**src/scrc_map.vh**
```
// register map, field positions and reset values of the serial channel run control
`ifndef SCRC_MAP_VH
`define SCRC_MAP_VH
// ****************************************************************
// byte addresses (word registers, even address)
// ****************************************************************
`define SCRC_ADDR_ERRCLR_U0_CH0 20'hF0108
`define SCRC_ADDR_ERRCLR_U0_CH1 20'hF010A
`define SCRC_ADDR_ERRCLR_U0_CH2 20'hF010C
`define SCRC_ADDR_ERRCLR_U0_CH3 20'hF010E
`define SCRC_ADDR_ENSTAT_U0 20'hF0120
`define SCRC_ADDR_START_U0 20'hF0122
`define SCRC_ADDR_STOP_U0 20'hF0124
`define SCRC_ADDR_ERRCLR_U1_CH0 20'hF0148
`define SCRC_ADDR_ERRCLR_U1_CH1 20'hF014A
`define SCRC_ADDR_ERRCLR_U1_CH3 20'hF014E
`define SCRC_ADDR_ENSTAT_U1 20'hF0160
`define SCRC_ADDR_START_U1 20'hF0162
`define SCRC_ADDR_STOP_U1 20'hF0164
// ****************************************************************
// field positions
// ****************************************************************
`define SCRC_BIT_FRAMING_CLR 2
`define SCRC_BIT_PARITY_CLR 1
`define SCRC_BIT_OVERRUN_CLR 0
`define SCRC_BIT_TRANSFER_ACTIVE 6
`define SCRC_BIT_BUFFER_FULL 5
// ****************************************************************
// reset values
// ****************************************************************
`define SCRC_RESET_WORD 16'h0000
`define SCRC_RESET_CKO 8'hFF
`endif

```
**src/scrc_run_control.v**
```verilog
// run control and error flag clearing for two serial units of four channels
// Notes on behaviour
// - writing 1 to a clear trigger clears its error flag; 0 does nothing
// - clear triggers fall back to 0 on their own once the flag clears
// - reading an error clear register always gives zero
// - framing trigger bit 2, parity bit 1, overrun bit 0; upper bits zero
// - error clear register takes word writes and low byte writes
// - start sets the enable bit, stop clears it
// - a stopped channel keeps settings, shifter, pins and error flags
// - stopping clears transfer active and buffer full status bits
// - clock level write ignored while enabled; shown on pin while stopped
// - enable status is read only, word or low byte readable
// - start enters wait state, aborting any running transfer
// - start triggers self clear once enabled; start register reads zero
// - stop clears enable and halts the channel's operation
// - stop triggers self clear once disabled; stop register reads zero
// - start and stop take word, byte and single bit writes
// - two units with channels 0 to 3, one bit each per register
// - reset clears all these registers, every channel stopped
// - error flags stay set until their clear trigger is written
// - unit 1 channel 2 has no error flags nor clear register
`timescale 1ns/1ps
`include "scrc_map.vh"
module scrc_run_control (
  input wire clk_sys,
  input wire reset_n,
  input wire [19:0] bus_addr,
  input wire bus_wr,
  input wire bus_rd,
  input wire bus_word,
  input wire [15:0] bus_wdata,
  input wire [15:0] so_cko_wdata,
  input wire so_cko_wr,
  input wire [7:0] err_event_fe,
  input wire [7:0] err_event_pe,
  input wire [7:0] err_event_ov,
  input wire [7:0] engine_cko,
  output reg [15:0] bus_rdata_q,
  output reg [7:0] channel_enabled_q,
  output reg [7:0] framing_error_flag_q,
  output reg [7:0] parity_error_flag_q,
  output reg [7:0] overrun_error_flag_q,
  output reg [7:0] cko_pin_q,
  output reg [7:0] restart_pulse_q,
  output reg [7:0] status_clear_pulse_q
);

  // ****************************************************************
  // write decode
  // ****************************************************************
  // byte writes to the low byte leave bits 15..8 unwritten; those are
  // zero anyway, so only the low byte matters for every trigger
  wire [7:0] wlow;
  reg [7:0] start_trigger;
  reg [7:0] stop_trigger;
  reg [23:0] clear_trigger;
  assign wlow = bus_wdata[7:0];

  always @* begin
    start_trigger = 8'h00;
    stop_trigger = 8'h00;
    clear_trigger = 24'h000000;
    if (bus_wr) begin
      case (bus_addr)
        `SCRC_ADDR_START_U0: start_trigger[3:0] = wlow[3:0];
        `SCRC_ADDR_START_U1: start_trigger[7:4] = wlow[3:0];
        `SCRC_ADDR_STOP_U0: stop_trigger[3:0] = wlow[3:0];
        `SCRC_ADDR_STOP_U1: stop_trigger[7:4] = wlow[3:0];
        `SCRC_ADDR_ERRCLR_U0_CH0: clear_trigger[2:0] = wlow[2:0];
        `SCRC_ADDR_ERRCLR_U0_CH1: clear_trigger[5:3] = wlow[2:0];
        `SCRC_ADDR_ERRCLR_U0_CH2: clear_trigger[8:6] = wlow[2:0];
        `SCRC_ADDR_ERRCLR_U0_CH3: clear_trigger[11:9] = wlow[2:0];
        `SCRC_ADDR_ERRCLR_U1_CH0: clear_trigger[14:12] = wlow[2:0];
        `SCRC_ADDR_ERRCLR_U1_CH1: clear_trigger[17:15] = wlow[2:0];
        `SCRC_ADDR_ERRCLR_U1_CH3: clear_trigger[23:21] = wlow[2:0];
        default: start_trigger = 8'h00;
      endcase
    end
  end

  // ****************************************************************
  // channels
  // ****************************************************************
  // triggers are single-cycle strobes, so they never stay set
  wire [7:0] en_w;
  wire [7:0] cko_w;
  wire [7:0] restart_w;
  wire [7:0] halt_w;
  wire [23:0] flags_w;
  genvar c;
  generate
    for (c = 0; c < 8; c = c + 1) begin : g_ch
      scrc_channel #(
        .HAS_ERR((c == 6) ? 0 : 1)
      ) u_ch (
        .clk_sys(clk_sys),
        .reset_n(reset_n),
        .start_trigger(start_trigger[c]),
        .stop_trigger(stop_trigger[c]),
        .clear_trigger(clear_trigger[3*c+2:3*c]),
        .err_event({err_event_fe[c], err_event_pe[c], err_event_ov[c]}),
        .cko_write(so_cko_wr),
        .cko_wdata(so_cko_wdata[8+(c%4)]),
        .engine_cko(engine_cko[c]),
        .enabled_q(en_w[c]),
        .err_flags_q(flags_w[3*c+2:3*c]),
        .cko_level_q(cko_w[c]),
        .restart_q(restart_w[c]),
        .halt_q(halt_w[c])
      );
    end
  endgenerate

  // ****************************************************************
  // output registers
  // ****************************************************************
  integer k;
  always @(posedge clk_sys or negedge reset_n) begin
    if (!reset_n) begin
      channel_enabled_q <= 8'h00;
      framing_error_flag_q <= 8'h00;
      parity_error_flag_q <= 8'h00;
      overrun_error_flag_q <= 8'h00;
      cko_pin_q <= `SCRC_RESET_CKO;
      restart_pulse_q <= 8'h00;
      status_clear_pulse_q <= 8'h00;
    end else begin
      channel_enabled_q <= en_w;
      for (k = 0; k < 8; k = k + 1) begin
        framing_error_flag_q[k] <= flags_w[3*k+`SCRC_BIT_FRAMING_CLR];
        parity_error_flag_q[k] <= flags_w[3*k+`SCRC_BIT_PARITY_CLR];
        overrun_error_flag_q[k] <= flags_w[3*k+`SCRC_BIT_OVERRUN_CLR];
      end
      cko_pin_q <= cko_w;
      restart_pulse_q <= restart_w;
      status_clear_pulse_q <= halt_w | restart_w;
    end
  end

  // ****************************************************************
  // read path
  // ****************************************************************
  // only enable status reads nonzero; triggers read zero
  reg [15:0] rdata_d;
  always @* begin
    rdata_d = `SCRC_RESET_WORD;
    case (bus_addr)
      `SCRC_ADDR_ENSTAT_U0: rdata_d = {12'h000, en_w[3:0]};
      `SCRC_ADDR_ENSTAT_U1: rdata_d = {12'h000, en_w[7:4]};
      default: rdata_d = `SCRC_RESET_WORD;
    endcase
  end

  always @(posedge clk_sys or negedge reset_n) begin
    if (!reset_n) begin
      bus_rdata_q <= `SCRC_RESET_WORD;
    end else if (bus_rd) begin
      bus_rdata_q <= rdata_d;
    end
  end

endmodule // scrc_run_control

```
**src/scrc_channel.v**
```verilog
// one serial channel: run state, sticky error flags, clock output level
`timescale 1ns/1ps
`include "scrc_map.vh"
module scrc_channel #(
  parameter HAS_ERR = 1
) (
  input wire clk_sys,
  input wire reset_n,
  input wire start_trigger,
  input wire stop_trigger,
  input wire [2:0] clear_trigger,
  input wire [2:0] err_event,
  input wire cko_write,
  input wire cko_wdata,
  input wire engine_cko,
  output reg enabled_q,
  output reg [2:0] err_flags_q,
  output reg cko_level_q,
  output reg restart_q,
  output reg halt_q
);

  // ****************************************************************
  // run state
  // ****************************************************************
  // stop wins over a simultaneous start
  always @(posedge clk_sys or negedge reset_n) begin
    if (!reset_n) begin
      enabled_q <= 1'b0;
      restart_q <= 1'b0;
      halt_q <= 1'b0;
    end else begin
      restart_q <= start_trigger & ~stop_trigger;
      halt_q <= stop_trigger;
      if (stop_trigger) begin
        enabled_q <= 1'b0;
      end else if (start_trigger) begin
        enabled_q <= 1'b1;
      end
    end
  end

  // ****************************************************************
  // sticky error flags
  // ****************************************************************
  genvar i;
  generate
    for (i = 0; i < 3; i = i + 1) begin : g_err
      // an error in the clearing cycle keeps the flag set
      always @(posedge clk_sys or negedge reset_n) begin
        if (!reset_n) begin
          err_flags_q[i] <= 1'b0;
        end else if (HAS_ERR == 0) begin
          err_flags_q[i] <= 1'b0;
        end else if (err_event[i]) begin
          err_flags_q[i] <= 1'b1;
        end else if (clear_trigger[i]) begin
          err_flags_q[i] <= 1'b0;
        end
      end
    end
  endgenerate

  // ****************************************************************
  // clock output level
  // ****************************************************************
  // software level only counts while stopped; follows engine_cko while running
  always @(posedge clk_sys or negedge reset_n) begin
    if (!reset_n) begin
      cko_level_q <= 1'b1;
    end else if (enabled_q) begin
      cko_level_q <= engine_cko;
    end else if (cko_write) begin
      cko_level_q <= cko_wdata;
    end
  end

endmodule // scrc_channel

```
**config.mk**
```make
export PLATFORM = sky130hd
export DESIGN_NAME = scrc_run_control
export DESIGN_NICKNAME = d
export VERILOG_FILES = /design/src/scrc_run_control.v /design/src/scrc_channel.v
export VERILOG_INCLUDE_DIRS = /design/src /design/src/src
export SDC_FILE = /design/constraint.sdc
export NUM_CORES = 1
export LEC_CHECK = 0
export BUFFER_PORTS_ARGS = -buffer_cell sky130_fd_sc_hd__buf_2
export CORE_UTILIZATION = 45
export CTS_CLUSTER_SIZE = 16
export DETAILED_ROUTE_END_ITERATION = 8
export PLACE_DENSITY = 0.75
export REMOVE_ABC_BUFFERS = 1
export SKIP_CTS_REPAIR_TIMING = 1
export SLEW_MARGIN = 20
export SYNTH_ARGS = -nofsm -noshare
export SYNTH_HDL_FRONTEND = slang
export SYNTH_SLANG_ARGS = --single-unit
export TNS_END_PERCENT = 1
```
**constraint.sdc**
```tcl
create_clock -name clk_sys -period 2.5 [get_ports clk_sys]
set_input_delay 0.125 -clock clk_sys [delete_from_list [all_inputs] [get_ports clk_sys]]
set_output_delay 0.125 -clock clk_sys [all_outputs]
set_load 0.03 [all_outputs]
```
==> flow_summary.ini <==
[global_routing]
grt_pass1_wl_mm = 13.2
grt_overflow_total = 0
grt_max_degree = 47
grt_pass1_vias = 2761
antenna_found_initial = 0
track_usage_pct = 19.5

[place]
placed_cells = 517
dp_hpwl_mm = 6.03
place_area_sq_um = 4630
port_buffers = 118
place_congestion = 0.862

[critical_path]
cp.depth = 5
setup.worst_path.class = in2reg
crit_buf_inv = 1
r2r_setup_slack_ns = 1.56
regToRegStartpoint = g_ch[3].u_ch.enabled_q
cp_max_fo = 6
path_cells = buf_2 > or4b_1 > or4b_1 > nor3_2 > a221o_1
crit_start = bus_addr[4]
reg2regPathDepth = 1
worstReg2RegEnd = bus_rdata_q[3]
end_kind = register
endpoint = bus_rdata_q[3]
critPathArrivalTime_ns = 2.06
cpPeakStageDelay_ns = 0.65
critPathRequiredTime_ns = 2.80
cp-start-kind = primary input
cpMostUsedCell = or4b_1
crit_path_top_delay_cell = or4b_1
path_delay_family = simple AND/OR/NAND/NOR gates

[timing]
fmax_mhz = 569
relSlewSlack_pct = 63.3
hold_slack_ns = -0.0175
finalCriticalPeriod_ns = 1.76
finClkSkew_ns = 0.00576
min_period_over_period_pct = 70.3
grt_setup_unrepaired = false
hold_viol_final = 3
slew_violations = 0
tightest_slew_ns = 0.551
finalSetupViolCount = 0

[detailed_routing]
dr.pass1.iters = 4
vias_per_cell = 5.05
top_layer_used = met4
drcViolationCount = 0
drt_iter0_drc = 191
antenna_left = 0
drt-wirelength-per-cell_um = 14.9
num_vias = 2834
drt-met1-wl_mm = 3.47
wl_met2_mm = 4.11
finalWirelength_mm = 8.36
dr_wl_met3_um = 695

[yosys]
netlist_instances = 301
ys_ff_latch = 110
seq_area_frac_synth_pct = 70.0
netlist_area_sq_um = 3960
ys_top_cells_by_area = dfrtp_1 (59%), dfstp_2 (11%), a21o_1 (4.0%)
yosys.area.top_type = dfrtp_1
syn_avg_cell_area_sq_um = 13.2
synth_top_area_share_pct = 59.4
yosysWarnings = 0
synth_ff_type = dfrtp_1
synth-edff-count = 0
synthArstFlopShare_pct = 100
ys_types = 37

[run]
cap_violations = 0

[power_and_ir_drop]
p_per_area_nw_per_um2 = 601
power.total_w = 0.00306
peakVddDrop_mv = 0.408
cellLeakagePower_nw = 2.34

[finish]
antenna_cells = 0
final_nets = 541
areaGrowthSynthToFinish_pct = 28.6
drive_gt1_share_pct = 36.6
final_cell_area_sq_um = 5090
regArea_sq_um = 2770
fillers = 717
final_cell_mix = buf_2 (117), dfrtp_1 (94), dlygate4sd3_1 (28)
multi_input_area_sq_um = 1100
fin_cells = 561
layout_commonest_cell = buf_2

[clock_tree]
h-tree-depth = 3
cts_tree = built
cts_root_buffer = clkbuf_8
cts_max_path_buffers = 2
cts.clk_slew.worst_paths_ns = 0.10
clock_sinks = 110
cts_buffers = 9
clk-insertion-delay-late_ns = 0.37

[floorplan]
die_area_sq_um = 9180
rows = 33
chipWidth_um = 95.8
pin_count = 162
start_util_pct = 47.2
core_area_sq_um = 8380
die_h_um = 95.8

[outcome]
outcome = complete, but fails checks
violations = hold timing

[min_path]
worstHoldPathType = in2reg
-- state kept, by name (all words and copies together) (netlist names) --
| signal | cells |
|---|---|
| g_ch.u_ch.halt_q | 8 |
| g_ch.u_ch.cko_level_q | 8 |
| g_ch.u_ch.enabled_q | 8 |
| bus_rdata_q | 4 |
| channel_enabled_q | 8 |
| overrun_error_flag_q | 7 |
| framing_error_flag_q | 7 |
| restart_pulse_q | 8 |
| status_clear_pulse_q | 8 |
| parity_error_flag_q | 7 |
| cko_pin_q | 8 |
| g_ch.u_ch.err_flags_q | 21 |
| g_ch.u_ch.restart_q | 8 |
-- final cells by class --
type	count	area share [%]
well taps	105	2.58
repair buffers	149	17.8
multi-input cells	180	21.5
inverters	1	0.0737
clock inverters	7	1.13
flip-flops and latches	110	54.4
clock buffers	9	2.43
-- per-layer routing --
layer	vias up	track usage (%)
met5	-	0
li1	1324	-
met2	107	31.1
met1	1395	24.9
met3	8	7.82
met4	0	4.85
-- Yosys cell counts, types with 2 or more instances --
library cell / number
a21o_1: 21
a21oi_1: 6
a221o_1: 4
a31oi_1: 6
a41oi_1: 2
and2_1: 2
and3_1: 3
buf_2: 2
buf_4: 15
clkbuf_1: 7
dfrtp_1: 94
dfstp_2: 16
mux2i_1: 8
nand2_1: 16
nand2b_1: 4
nand3_1: 17
nand3b_1: 2
nand4_1: 6
nor2_1: 18
nor2b_1: 6
nor3_1: 9
nor3_2: 2
nor4_1: 2
o21ai_0: 8
o41ai_1: 4
or2_2: 9
or4b_1: 2
-- how the worst min path moves through the flow --
stage,start,to,cells past startpoint
after floorplan,reset_n,bus_rdata_q[0],0
after global placement,reset_n,channel_enabled_q[1],1
after detailed placement,reset_n,channel_enabled_q[1],1
after CTS,reset_n,channel_enabled_q[1],1
after global routing,engine_cko[1],g_ch[1].u_ch.cko_level_q,3
final,engine_cko[1],g_ch[1].u_ch.cko_level_q,3
-- per-stage QoR --
stage / hold WS, ns / TNS (ns) / setup slack [ns] / utilization, %
global route: 0.00160 / 0 / 0.675 / 60.8
CTS: -0.244 / 0 / 0.758 / 57.4
detailed placement: 0.163 / 0 / 0.369 / 55.3
global placement: 0.147 / 0 / 0.449 / 55.3
finish: -0.0175 / 0 / 0.741 / 60.8
floorplan: -0.171 / -0.718 / -0.117 / -
-- worst min-delay path, delay by kind of cell --
kind / cells / cell delay (ns)
compound gates: 1 / 0.07
buf+inv: 1 / 0.08
simple gates: 1 / 0.04
-- power by group --
part / switching, W / total (W) / internal [W]
Sequential: 0.00000983 / 0.00183 / 0.00182
Clock: 0.000593 / 0.000967 / 0.000374
Combinational: 0.000164 / 0.000261 / 0.0000965
-- logic make-up after synthesis --
group                  after synthesis  share of synthesized area, %
AOI/OAI and AO/OA                   52                          9.26
buffers and inverters               25                          3.85
DFF                                110                          70.0
muxes                                8                          2.02
other                                1                        0.0947
and+or+nand+nor                    105                          14.8
Note: power is estimated with default switching activity, not from simulation.
